**config.mk**
```make
export PLATFORM = sky130hd
export DESIGN_NAME = mfs_supervisor
export DESIGN_NICKNAME = d
export VERILOG_FILES = /design/src/logic/mfs_supervisor.v
export VERILOG_INCLUDE_DIRS = /design/src /design/src/logic
export SDC_FILE = /design/constraint.sdc
export NUM_CORES = 1
export LEC_CHECK = 0
export ABC_AREA = 1
export BUFFER_PORTS_ARGS = -buffer_cell sky130_fd_sc_hd__buf_2
export CORE_MARGIN = 2
export CORE_UTILIZATION = 45
export CTS_CLUSTER_DIAMETER = 100
export DETAILED_ROUTE_END_ITERATION = 16
export GPL_TIMING_DRIVEN = 0
export PLACE_DENSITY = 0.62
export RECOVER_POWER = 100
export SLEW_MARGIN = 5
export SYNTH_ARGS = -nofsm -noshare
export SYNTH_HDL_FRONTEND = slang
export SYNTH_SLANG_ARGS = --single-unit
```
**constraint.sdc**
```tcl
create_clock -name clk_i -period 13.1 [get_ports clk_i]
set_input_delay 0.655 -clock clk_i [delete_from_list [all_inputs] [get_ports clk_i]]
set_output_delay 0.655 -clock clk_i [all_outputs]
set_load 0.005 [all_outputs]
```
**src/logic/mfs_map.vh**
```
// Register map, field positions and limits of the motor fault supervisor.
// Assumes a 32-bit classic Wishbone bus and a 20 MHz clock.
`ifndef MFS_MAP_VH
`define MFS_MAP_VH
// ----------------------------------------
// Register byte offsets
// ----------------------------------------
`define MFS_CTRL     8'h00
`define MFS_RATED    8'h04
`define MFS_LIMITS   8'h08
`define MFS_TIMES    8'h0C
`define MFS_IMB      8'h10
`define MFS_CODE     8'h14
`define MFS_STATUS   8'h18
`define MFS_MASK     8'h1C
`define MFS_HIST_LO  8'h20
`define MFS_HIST_HI  8'h24
// ----------------------------------------
// Control fields
// ----------------------------------------
`define MFS_C_UCEN   0
`define MFS_C_STEN   1
`define MFS_C_UPEN   2
`define MFS_C_AREN   3
`define MFS_C_ALM_LO 4
`define MFS_C_ALM_HI 7
`define MFS_C_MRST   8
`define MFS_CTRL_RST 32'h0000_0003
// ----------------------------------------
// Fixed limits in 0.1 V, 0.1 Hz and ms units, and scale factors
// ----------------------------------------
`define MFS_SUP_MIN  16'h03A7
`define MFS_FRQ_MIN  16'h01A9
`define MFS_FRQ_MAX  16'h02B2
`define MFS_FRQ_MS   16'h01F4
`define MFS_PCT      32'h0000_0064
`define MFS_TENTH    32'h0000_000A
// ----------------------------------------
// Fault codes
// ----------------------------------------
`define MFS_E70      8'h46
`define MFS_E71      8'h47
`define MFS_E72      8'h48
`define MFS_E74      8'h4A
`define MFS_E75      8'h4B
`define MFS_E76      8'h4C
`define MFS_E77      8'h4D
`define MFS_E78      8'h4E
`define MFS_E85      8'h55
`define MFS_E86      8'h56
`define MFS_A90      8'h5A
`define MFS_NONE     8'h00
`endif

```
**src/logic/mfs_supervisor.v**
```verilog
// Motor fault supervisor: limit checks, fault latch, history, Wishbone regs.
// Assumes measurements arrive on clk_i; contact and reset pins do not.
`timescale 1ns/100ps
`include "mfs_map.vh"
module mfs_supervisor #(
    parameter MS_CYCLES = 20000,
    parameter TW        = 16
) (
    // Clock and reset
    input  wire        clk_i,
    input  wire        rst_i,
    // Wishbone slave
    input  wire        cyc_i,
    input  wire        stb_i,
    input  wire        we_i,
    input  wire [7:0]  adr_i,
    input  wire [3:0]  sel_i,
    input  wire [31:0] dat_i,
    output reg  [31:0] dat_o,
    output reg         ack_o,
    // Measurements, same clock
    input  wire [15:0] supply_dv_i,
    input  wire [15:0] freq_dhz_i,
    input  wire [15:0] cur_a_i,
    input  wire [15:0] cur_b_i,
    input  wire [15:0] cur_c_i,
    input  wire [7:0]  torque_pct_i,
    input  wire [7:0]  power_pct_i,
    input  wire        ramp_end_i,
    input  wire        full_voltage_i,
    input  wire        motor_running_i,
    input  wire        user_program_present_i,
    input  wire [3:0]  user_fault_force_i,
    input  wire [3:0]  user_alarm_force_i,
    // Pins
    input  wire        bypass_cmd_i,
    input  wire        bypass_closed_pin_i,
    input  wire        dig_reset_pin_i,
    // Results
    output reg         motor_enable_o,
    output reg         fault_o,
    output reg  [7:0]  fault_code_o,
    output reg         alarm_o,
    output reg         irq_o
);
// ----------------------------------------
// Registers and state
// ----------------------------------------
reg  [31:0] ctrl;
reg  [15:0] starter_rated_current;
reg  [15:0] motor_rated_current;
reg  [7:0]  imbalance_limit_pct;
reg  [TW-1:0] imbalance_time;
reg  [7:0]  undertorque_limit;
reg  [7:0]  overtorque_limit;
reg  [7:0]  underpower_limit;
reg  [7:0]  overpower_limit;
reg  [TW-1:0] torque_time;
reg  [TW-1:0] power_time;
reg  [1:0]  status;
reg  [1:0]  mask;
reg  [7:0]  fcode;
reg  [3:0]  ualarm;
reg  [7:0]  hist [0:5];
reg  [1:0]  byp_sync;
reg  [1:0]  drst_sync;
reg  [31:0] ms_cnt;
reg         ms_tick;
reg  [TW-1:0] tmr [0:5];
reg  [5:0]  tmr_trip;
reg  [7:0]  next_code;
reg         alarm_q;
reg  [15:0] i_max;
reg  [15:0] i_min;
integer     j, k;
wire        undercurrent_bypass_check_enable = ctrl[`MFS_C_UCEN];
wire        bypass_stuck_check_enable        = ctrl[`MFS_C_STEN];
wire        user_program_enable              = ctrl[`MFS_C_UPEN];
wire        auto_reset_en                    = ctrl[`MFS_C_AREN];
wire [3:0]  alm_mode = ctrl[`MFS_C_ALM_HI:`MFS_C_ALM_LO];
wire        byp_closed = byp_sync[1];
wire        dig_reset  = drst_sync[1];
wire        wb_req = cyc_i & stb_i & ~ack_o;
wire        wb_wr  = wb_req & we_i & (sel_i == 4'hF);
wire        man_reset = wb_wr & (adr_i == `MFS_CTRL) & dat_i[`MFS_C_MRST];
// ----------------------------------------
// Pin synchronisers
// ----------------------------------------
always @(posedge clk_i)
begin
    if (rst_i)
    begin
        byp_sync  <= 2'h0;
        drst_sync <= 2'h0;
    end
    else
    begin
        byp_sync  <= {byp_sync[0], bypass_closed_pin_i};
        drst_sync <= {drst_sync[0], dig_reset_pin_i};
    end
end
// ----------------------------------------
// Millisecond tick
// ----------------------------------------
always @(posedge clk_i)
begin
    if (rst_i)
    begin
        ms_cnt  <= 32'h0;
        ms_tick <= 1'b0;
    end
    else
    begin
        ms_tick <= (ms_cnt == MS_CYCLES - 1);
        if (ms_cnt == MS_CYCLES - 1)
            ms_cnt <= 32'h0;
        else
            ms_cnt <= ms_cnt + 32'h1;
    end
end
// ----------------------------------------
// Limit comparisons
// ----------------------------------------
always @*
begin
    i_max = cur_a_i;
    i_min = cur_a_i;
    if (cur_b_i > i_max) i_max = cur_b_i;
    if (cur_c_i > i_max) i_max = cur_c_i;
    if (cur_b_i < i_min) i_min = cur_b_i;
    if (cur_c_i < i_min) i_min = cur_c_i;
end
// Products kept at 32 bits so no limit product wraps
wire [31:0] imb_lhs = {16'h0, i_max - i_min} * `MFS_PCT;
wire [31:0] imb_rhs = {24'h0, imbalance_limit_pct} *
                      {16'h0, motor_rated_current};
wire [5:0]  tcond;
assign tcond[0] = imb_lhs > imb_rhs;
assign tcond[1] = (freq_dhz_i < `MFS_FRQ_MIN) |
                  (freq_dhz_i > `MFS_FRQ_MAX);
assign tcond[2] = torque_pct_i < undertorque_limit;
assign tcond[3] = torque_pct_i > overtorque_limit;
assign tcond[4] = power_pct_i < underpower_limit;
assign tcond[5] = power_pct_i > overpower_limit;
wire [TW-1:0] tlim [0:5];
assign tlim[0] = imbalance_time;
assign tlim[1] = `MFS_FRQ_MS;
assign tlim[2] = torque_time;
assign tlim[3] = torque_time;
assign tlim[4] = power_time;
assign tlim[5] = power_time;
// ----------------------------------------
// Time-qualified checks
// ----------------------------------------
genvar g;
generate
    for (g = 0; g < 6; g = g + 1)
    begin : g_tmr
        always @(posedge clk_i)
        begin
            if (rst_i | ~tcond[g])
            begin
                tmr[g]      <= {TW{1'b0}};
                tmr_trip[g] <= 1'b0;
            end
            else if (ms_tick & ~tmr_trip[g])
            begin
                tmr[g]      <= tmr[g] + 1'b1;
                tmr_trip[g] <= (tmr[g] >= tlim[g]);
            end
        end
    end
endgenerate
// ----------------------------------------
// Fault detection
// ----------------------------------------
wire [31:0] ramp_i2 = {16'h0, i_max};
wire [31:0] rated32 = {16'h0, starter_rated_current};
wire det70 = supply_dv_i < `MFS_SUP_MIN;
wire det71 = full_voltage_i & bypass_cmd_i & ~byp_closed;
wire det72 = ramp_end_i & (ramp_i2 >= (rated32 << 1));
wire det76 = ramp_end_i & undercurrent_bypass_check_enable &
             (ramp_i2 * `MFS_TENTH < rated32);
wire det77 = bypass_stuck_check_enable & ~bypass_cmd_i &
             byp_closed;
wire det85 = user_program_enable & ~user_program_present_i;
wire [3:0] trq_pwr = tmr_trip[5:2];
wire [3:0] tp_flt  = trq_pwr & ~alm_mode;
wire [3:0] tp_alm  = trq_pwr & alm_mode;
// Lowest code wins when several appear in one cycle
always @*
begin
    next_code = `MFS_NONE;
    k = 0;
    if (det70)
        next_code = `MFS_E70;
    else if (det71)
        next_code = `MFS_E71;
    else if (det72)
        next_code = `MFS_E72;
    else if (tmr_trip[0])
        next_code = `MFS_E74;
    else if (tmr_trip[1])
        next_code = `MFS_E75;
    else if (det76)
        next_code = `MFS_E76;
    else if (det77)
        next_code = `MFS_E77;
    else if (tp_flt[0])
        next_code = `MFS_E78;
    else if (tp_flt[1])
        next_code = `MFS_E78 + 8'h1;
    else if (tp_flt[2])
        next_code = `MFS_E78 + 8'h2;
    else if (tp_flt[3])
        next_code = `MFS_E78 + 8'h3;
    else if (det85)
        next_code = `MFS_E85;
    else
    begin
        for (k = 3; k >= 0; k = k - 1)
            if (user_fault_force_i[k])
                next_code = `MFS_E86 + k[7:0];
    end
end
// Codes that may clear themselves once their cause is gone
wire auto_ok = auto_reset_en & (
       (fcode == `MFS_E70 & ~det70) |
       (fcode == `MFS_E74 & ~tmr_trip[0]) |
       (fcode == `MFS_E78 & ~tp_flt[0]) |
       (fcode == `MFS_E78 + 8'h1 & ~tp_flt[1]) |
       (fcode == `MFS_E78 + 8'h2 & ~tp_flt[2]) |
       (fcode == `MFS_E78 + 8'h3 & ~tp_flt[3]));
wire clr_all = man_reset | dig_reset;
wire latch   = (fcode == `MFS_NONE) & (next_code != `MFS_NONE);
wire keep_h  = ~((next_code == `MFS_E70) & ~motor_running_i);
// ----------------------------------------
// Fault latch and history
// ----------------------------------------
always @(posedge clk_i)
begin
    if (rst_i)
    begin
        fcode <= `MFS_NONE;
        for (j = 0; j < 6; j = j + 1)
            hist[j] <= `MFS_NONE;
    end
    else if (clr_all | auto_ok)
        fcode <= `MFS_NONE;
    else if (latch)
    begin
        fcode <= next_code;
        if (keep_h)
        begin
            hist[0] <= next_code;
            for (j = 1; j < 6; j = j + 1)
                hist[j] <= hist[j-1];
        end
    end
end
// Forced user alarms hold until a reset source clears them
always @(posedge clk_i)
begin
    if (rst_i | clr_all)
        ualarm <= 4'h0;
    else
        ualarm <= ualarm | user_alarm_force_i;
end
wire alarm_now = (|tp_alm) | (|ualarm);
// ----------------------------------------
// Outputs and interrupt
// ----------------------------------------
always @(posedge clk_i)
begin
    if (rst_i)
    begin
        motor_enable_o <= 1'b0;
        fault_o        <= 1'b0;
        fault_code_o   <= `MFS_NONE;
        alarm_o        <= 1'b0;
        alarm_q        <= 1'b0;
        irq_o          <= 1'b0;
    end
    else
    begin
        motor_enable_o <= (fcode == `MFS_NONE) & ~latch;
        fault_o        <= fcode != `MFS_NONE;
        fault_code_o   <= fcode;
        alarm_o        <= alarm_now;
        alarm_q        <= alarm_now;
        irq_o          <= |(status & mask);
    end
end
// ----------------------------------------
// Wishbone register file
// ----------------------------------------
// Partial-word writes are ignored; every field needs the whole word
always @(posedge clk_i)
begin
    if (rst_i)
    begin
        ack_o                 <= 1'b0;
        dat_o                 <= 32'h0;
        ctrl                  <= `MFS_CTRL_RST;
        starter_rated_current <= 16'h0;
        motor_rated_current   <= 16'h0;
        imbalance_limit_pct   <= 8'h0;
        imbalance_time        <= {TW{1'b0}};
        undertorque_limit     <= 8'h0;
        overtorque_limit      <= 8'hFF;
        underpower_limit      <= 8'h0;
        overpower_limit       <= 8'hFF;
        torque_time           <= {TW{1'b0}};
        power_time            <= {TW{1'b0}};
        status                <= 2'h0;
        mask                  <= 2'h0;
    end
    else
    begin
        ack_o <= wb_req;
        // Set beats clear so an event in the clear cycle survives
        status <= (status & ~((wb_wr & adr_i == `MFS_STATUS) ?
                              dat_i[1:0] : 2'h0)) |
                  {alarm_now & ~alarm_q, latch};
        if (wb_wr)
        begin
            case (adr_i)
                `MFS_CTRL: ctrl <= {24'h0, dat_i[7:0]};
                `MFS_RATED:
                begin
                    starter_rated_current <= dat_i[15:0];
                    motor_rated_current   <= dat_i[31:16];
                end
                `MFS_LIMITS:
                begin
                    undertorque_limit <= dat_i[7:0];
                    overtorque_limit  <= dat_i[15:8];
                    underpower_limit  <= dat_i[23:16];
                    overpower_limit   <= dat_i[31:24];
                end
                `MFS_TIMES:
                begin
                    torque_time <= dat_i[15:0];
                    power_time  <= dat_i[31:16];
                end
                `MFS_IMB:
                begin
                    imbalance_limit_pct <= dat_i[7:0];
                    imbalance_time      <= dat_i[31:16];
                end
                `MFS_MASK: mask <= dat_i[1:0];
                default: ;
            endcase
        end
        dat_o <= 32'h0;
        if (wb_req & ~we_i)
        begin
            case (adr_i)
                `MFS_CTRL:    dat_o <= ctrl;
                `MFS_RATED:   dat_o <= {motor_rated_current,
                                        starter_rated_current};
                `MFS_LIMITS:  dat_o <= {overpower_limit, underpower_limit,
                                        overtorque_limit, undertorque_limit};
                `MFS_TIMES:   dat_o <= {power_time, torque_time};
                `MFS_IMB:     dat_o <= {imbalance_time, 8'h0,
                                        imbalance_limit_pct};
                `MFS_CODE:    dat_o <= {16'h0, ualarm, tp_alm, fcode};
                `MFS_STATUS:  dat_o <= {30'h0, status};
                `MFS_MASK:    dat_o <= {30'h0, mask};
                `MFS_HIST_LO: dat_o <= {hist[3], hist[2], hist[1], hist[0]};
                `MFS_HIST_HI: dat_o <= {16'h0, hist[5], hist[4]};
                default:      dat_o <= 32'h0;
            endcase
        end
    end
end
endmodule

```
==> results.json, run 1 <==
{
  "synth_edf_count": 132,
  "skew_ns": 0.0286,
  "antenna_found_initial": 7,
  "h-tree-depth": 2,
  "finalNetCount": 4491,
  "critPathKind": "input pin to flop",
  "post-route-util_pct": 50.9,
  "clk_pin_slew_worst_paths_ns": 0.06,
  "synthArstFlopShare_pct": 0,
  "ys_ff_latch": 360,
  "dieArea_mm2": 0.0645,
  "cts_tree": "built",
  "peakVddDrop_uv": 341,
  "cpMostUsedCell": "a21oi_1",
  "hold_violations": 0,
  "synth.avg_cell_area_um2": 7.70,
  "overflow": 0,
  "drv_cap": 5,
  "drt_iter0_drc": 1881,
  "netlist_top_cells_area": "dfxtp_1, ha_1, edfxtp_1",
  "cpPeakStageDelay_ns": 0.51,
  "ctsHoldBuffers": 0,
  "power_mw": 6.62,
  "p_per_area_mw_per_mm2": 211,
  "wire_per_inst_um": 17.2,
  "total_leakage_power_nw": 14.7,
  "dp.final_hpwl_um": 65500,
  "gp_congestion": 0.983,
  "synth.cell_area_mm2": 0.0281,
  "crit_arrival_ns": 12.02,
  "swShare_pct": 44.2,
  "clock_path_buffers": 3,
  "die_width_um": 254,
  "final_cells": 4764,
  "portBuffers": 201,
  "cts-resized-gates": 0,
  "power_switching_mw": 2.92,
  "finalSetupTns_ns": 0,
  "first_pass_iters": 5,
  "grtUsageTotal_pct": 25.4,
  "finalSetupViolations": 0,
  "synth_top_flop_cell": "dfxtp_1",
  "end_kind": "flop",
  "final_cell_mix": "inv_1, nand2_1, ha_1",
  "clkPwrFrac_pct": 17.3,
  "drv_slew": 68,
  "crit_slowest_cell": "fa_1",
  "grt_first_pass_wirelength_um": 127000,
  "max_freq_mhz": 85.5,
  "cts.sinks": 360,
  "combPwrFrac_pct": 61.4,
  "grt_pass1_vias": 23300,
  "synth_largest_area_cell": "dfxtp_1",
  "post_cts_buffers": 0,
  "final_common_cell": "inv_1",
  "ys_types": 66,
  "synth.top_cell.area_share_pct": 16.2,
  "antenna_left": 0,
  "min_period_ns": 11.70,
  "cp_max_fo": 10,
  "num_vias": 25000,
  "dp.cells": 4690,
  "syn_to_final_growth_pct": 11.7,
  "core_mm2": 0.0617,
  "worst_skew_pair.late_latency_ns": 0.58,
  "grt_max_degree": 28,
  "worst_slew_pin_slew_ns": 2.28,
  "drc_errors": 0,
  "cp.required_ns": 13.42,
  "rsz0062_at_grt": "false",
  "violations": "max-capacitance violations, max-slew violations",
  "drive_above_1_share_pct": 7.64,
  "max_slew_margin_pct": -53.9,
  "internal_power_mw": 3.69,
  "antenna-diode-count": 0,
  "hold_path_class": "input pin to flop",
  "postRouteWirelength_um": 81700,
  "cts_buffers": 40,
  "period_share_pct": 89.3,
  "cp-start-kind": "input pin",
  "initial_core_util_pct": 45.5,
  "yosysWarnings": 0,
  "synth_cells": 3650,
  "rows": 91,
  "hold_ws_ns": 0.282,
  "die_h_um": 254,
  "yosysSeqAreaShare_pct": 30.3,
  "status": "finished with violations",
  "cts_root_buf": "clkbuf_16",
  "via_per_inst": 5.25,
  "ios": 205,
  "power_frac_seq_pct": 21.3
}
## state kept, by name, summed over array words and instances, names as in the netlist, 16 cells and up
signal / cells
dat_o: 32
hist: 36
imbalance_time: 16
motor_rated_current: 16
ms_cnt: 32
power_time: 16
starter_rated_current: 16
tmr: 96
torque_time: 16
## cell type report
class                           instances  area (um2)
Buffer                                111         434
Clock buffer                           58        1190
Clock inverter                         16         131
Fill cell                            6191       30300
Inverter                              663        2490
Multi-Input combinational cell       2517       16600
Sequential cell                       360        8530
Tap cell                              837        1050
Timing Repair Buffer                  202         970
## cells by family after synthesis
logic type	after synthesis	share of synthesized area [%]
AO/OA/AOI/OAI	719	14.7
AND/OR/NAND/NOR	1271	19.6
other	1	0.0133
buffers and inverters	774	10.5
adder cells (fa/ha/maj)	436	22.0
flip-flops	360	30.3
XOR/XNOR	89	2.80
## path summary, 6_finish.rpt
path                                             from                       end  slack [ns]  depth (start not counted)
setup / recovery                          cur_a_i[15]  tmr[0][12]$_SDFFCE_PN0P_        1.40                         60
hold / removal                        dig_reset_pin_i   drst_sync[0]$_SDFF_PP0_        0.28                          3
setup reg to reg  imbalance_limit_pct[4]$_SDFFE_PP0P_  tmr[0][12]$_SDFFCE_PN0P_        5.00                         32
hold reg to reg                byp_sync[0]$_SDFF_PP0_    byp_sync[1]$_SDFF_PP0_        0.41                          2
## synthesized netlist by cell type, drive strengths merged, types with 6 or more instances
| library cell | n |
|---|---|
| a2111oi | 10 |
| a211oi | 11 |
| a21boi | 12 |
| a21o | 13 |
| a21oi | 290 |
| a221oi | 15 |
| a31oi | 25 |
| a41oi | 6 |
| buf | 10 |
| clkbuf | 101 |
| dfxtp | 228 |
| edfxtp | 132 |
| fa | 97 |
| ha | 339 |
| inv | 661 |
| nand2 | 634 |
| nand3 | 102 |
| nand3b | 8 |
| nand4 | 41 |
| nor2 | 353 |
| nor3 | 69 |
| nor3b | 28 |
| nor4 | 20 |
| o211ai | 21 |
| o21a | 24 |
| o21ai | 223 |
| o21bai | 17 |
| o221ai | 8 |
| o22ai | 31 |
| or2 | 10 |
| xnor2 | 24 |
| xor2 | 65 |
## metal layers
layer	GRT usage (%)	routed length [um]
met1	35.6	36600
met2	40.0	35700
met3	4.00	6780
met4	7.56	2550
met5	0	38
## stage by stage
step	worst slack, ns	cell area, um2
floorplan	2.55	28100
global placement	0.0766	30200
detailed placement	0.746	30200
CTS	1.34	31500
global route	0.0566	31400
finish	1.40	31400
## power groups by stage
stage | clock (mW) | sequential, mW | combinational [mW]
2_1_floorplan | 0 | 1.40 | 3.25
3_3_place_gp | 0 | 1.44 | 4.00
3_5_place_dp | 0 | 1.43 | 4.09
4_1_cts | 1.16 | 1.41 | 4.14
5_1_grt | 1.20 | 1.42 | 4.85
6_report | 1.14 | 1.41 | 4.06
## critical path, delay by kind of cell
family,cells,cell delay (ns)
AOI/OAI and AO/OA,19,3.13
adders and majority gates,9,2.93
and+or+nand+nor,17,2.66
xor gates and xnor gates,2,0.49
buffers and inverters,13,2.14
Power figures use the tool's default switching activity.
==> inputs of run 2 (changes only) <==
- clock period: 13.1 -> 12.25 ns (I/O delays scaled with it)
==> run 2 against run 1 <==
  * Critical path depth fell by 3
  * Global-route usage stayed put
  * Combinational power increased by 6.9%
  * Register-to-register slack lost 0.67 ns
  * Sequential power grew 7%
  * The flow still finishes with violations (max-capacitance violations, max-slew violations)
  * Clock-buffer cell count is the same
  * Final cell count about the same
  * Critical endpoint is now tmr[0][0]$_SDFFCE_PN0P_
  * First-iteration DRC count grew 4.6%
==> results.json, run 2 (synthesis gave the netlist of run 1 again) <==
{
  "grt_util_met2_pct": 40.0,
  "critPathKind": "input pin to flop",
  "rsz0062_at_grt": "false",
  "skew_ns": 0.0267,
  "die_width_um": 254,
  "first_pass_iters": 5,
  "grt_use_met3_pct": 4.00,
  "core_mm2": 0.0617,
  "drc_errors": 0,
  "drive_above_1_share_pct": 7.77,
  "grtUsageTotal_pct": 25.4,
  "finalSetupTns_ns": 0,
  "min_period_ns": 11.01,
  "crit_arrival_ns": 11.20,
  "hold_violations": 0,
  "grt_first_pass_wirelength_um": 127000,
  "path_buf_inv": 13,
  "cpPeakStageDelay_ns": 0.51,
  "swShare_pct": 44.1,
  "syn_to_final_growth_pct": 11.7,
  "antenna_left": 0,
  "hold_path_class": "input pin to flop",
  "final_common_cell": "inv_1",
  "power_frac_seq_pct": 21.3,
  "fin_ws_ns": 1.24,
  "via_per_inst": 5.24,
  "status": "finished with violations",
  "dieArea_mm2": 0.0645,
  "hold_ws_ns": 0.239,
  "overflow": 0,
  "power_mw": 7.07,
  "grt_max_degree": 28,
  "cts_root_buf": "clkbuf_16",
  "critPathTopFamily": "compound AO/OA/AOI/OAI gates",
  "max_freq_mhz": 90.9,
  "period_share_pct": 89.8,
  "cts_buffers": 40,
  "p_per_area_mw_per_mm2": 225,
  "rows": 91,
  "max_slew_margin_pct": -55.2,
  "total_leakage_power_nw": 14.7,
  "finalNetCount": 4491,
  "violations": "max-capacitance violations, max-slew violations",
  "portBuffers": 201,
  "drt_iter0_drc": 1968,
  "postRouteWirelength_um": 81700,
  "largest_reg_flops": 96,
  "combPwrFrac_pct": 61.4,
  "cts_tree": "built",
  "cp.required_ns": 12.45,
  "cp-start-kind": "input pin",
  "reg_top3": "tmr x96, hist x36",
  "drv_cap": 4,
  "num_vias": 25000,
  "clk_pin_slew_worst_paths_ns": 0.06,
  "cp_max_fo": 16,
  "worst_skew_pair.late_latency_ns": 0.58,
  "final_cell_mix": "inv_1, nand2_1, ha_1",
  "peakVddDrop_uv": 365,
  "clock_path_buffers": 3,
  "reg2reg_slack_ns": 4.33,
  "cts.sinks": 360,
  "die_h_um": 254,
  "grt_util_met1_pct": 35.6,
  "gp_congestion": 0.983,
  "worst_slew_pin_slew_ns": 2.30,
  "antenna_found_initial": 7,
  "grt_pass1_vias": 23300,
  "end_kind": "flop",
  "power_switching_mw": 3.12,
  "drv_slew": 68,
  "ios": 205,
  "crit_slowest_cell": "fa_1",
  "finalSetupViolations": 0,
  "internal_power_mw": 3.95,
  "h-tree-depth": 2,
  "top_register": "tmr",
  "post-place-ws_ns": -0.0611,
  "dp.final_hpwl_um": 65500,
  "wire_per_inst_um": 17.1,
  "top_usage_layer": "met2",
  "initial_core_util_pct": 45.5,
  "clkPwrFrac_pct": 17.3
}
[run 2: cell types whose count changed in the layout (fill, tap and decap cells not counted)]
cell       before  now
diode_2         0    1
clkbuf_1      145  140
clkbuf_2        0    5
buf_2         171  170
buf_4           2    3
a2111oi_1       0    1
a2111oi_0      10    9
[run 2: path summary, 6_finish.rpt]
| kind | endpoint | depth (start not counted) | start |
|---|---|---|---|
| setup / recovery | tmr[0][0]$_SDFFCE_PN0P_ | 57 | cur_a_i[15] |
| hold / removal | drst_sync[0]$_SDFF_PP0_ | 3 | dig_reset_pin_i |
| setup reg to reg | tmr[0][0]$_SDFFCE_PN0P_ | 30 | imbalance_limit_pct[5]$_SDFFE_PP0P_ |
| hold reg to reg | byp_sync[1]$_SDFF_PP0_ | 2 | byp_sync[0]$_SDFF_PP0_ |
[run 2: what timing repair did]
action                     4_1_cts  5_1_grt
gates resized for setup          0        9
hold buffers                     0        0
setup endpoints to repair        0       32
setup buffers                    0        1
[run 2: tightest hold or removal path, cell delays in order]
cell	delay [ns]
buf_2	0.07
inv_1	0.03
nor2_1	0.06
[run 2: area by class of cell]
class                           count  area (um2)
Fill cell                        6191       30300
Tap cell                          837        1050
Clock buffer                       58        1190
Clock inverter                     16         131
Buffer                            110         435
Inverter                          663        2490
Antenna cell                        1        2.50
Timing Repair Buffer              203         977
Multi-Input combinational cell   2517       16600
Sequential cell                   360        8530
[run 2: metal layers]
metal	up-vias	part of all wire (%)
met2	864	44
met4	6	3.0
met5	-	0.047
li1	12500	-
met1	11500	45
met3	142	8.0
[run 2: metrics by stage]
step                area [um2]  cells  utilization, %
CTS                      31500   4764            51.1
global placement         30200   4689            48.9
finish                   31400   4765            50.9
detailed placement       30200   4690            49.0
floorplan                28100   3651               -
global route             31400   4764            50.9
[run 2: power groups by stage]
stage	Clock, mW	Sequential [mW]	Combinational [mW]
after floorplan	0	1.50	3.47
after global placement	0	1.54	4.28
after detailed placement	0	1.53	4.38
after CTS	1.24	1.50	4.42
after global routing	1.28	1.52	5.18
final	1.22	1.51	4.34
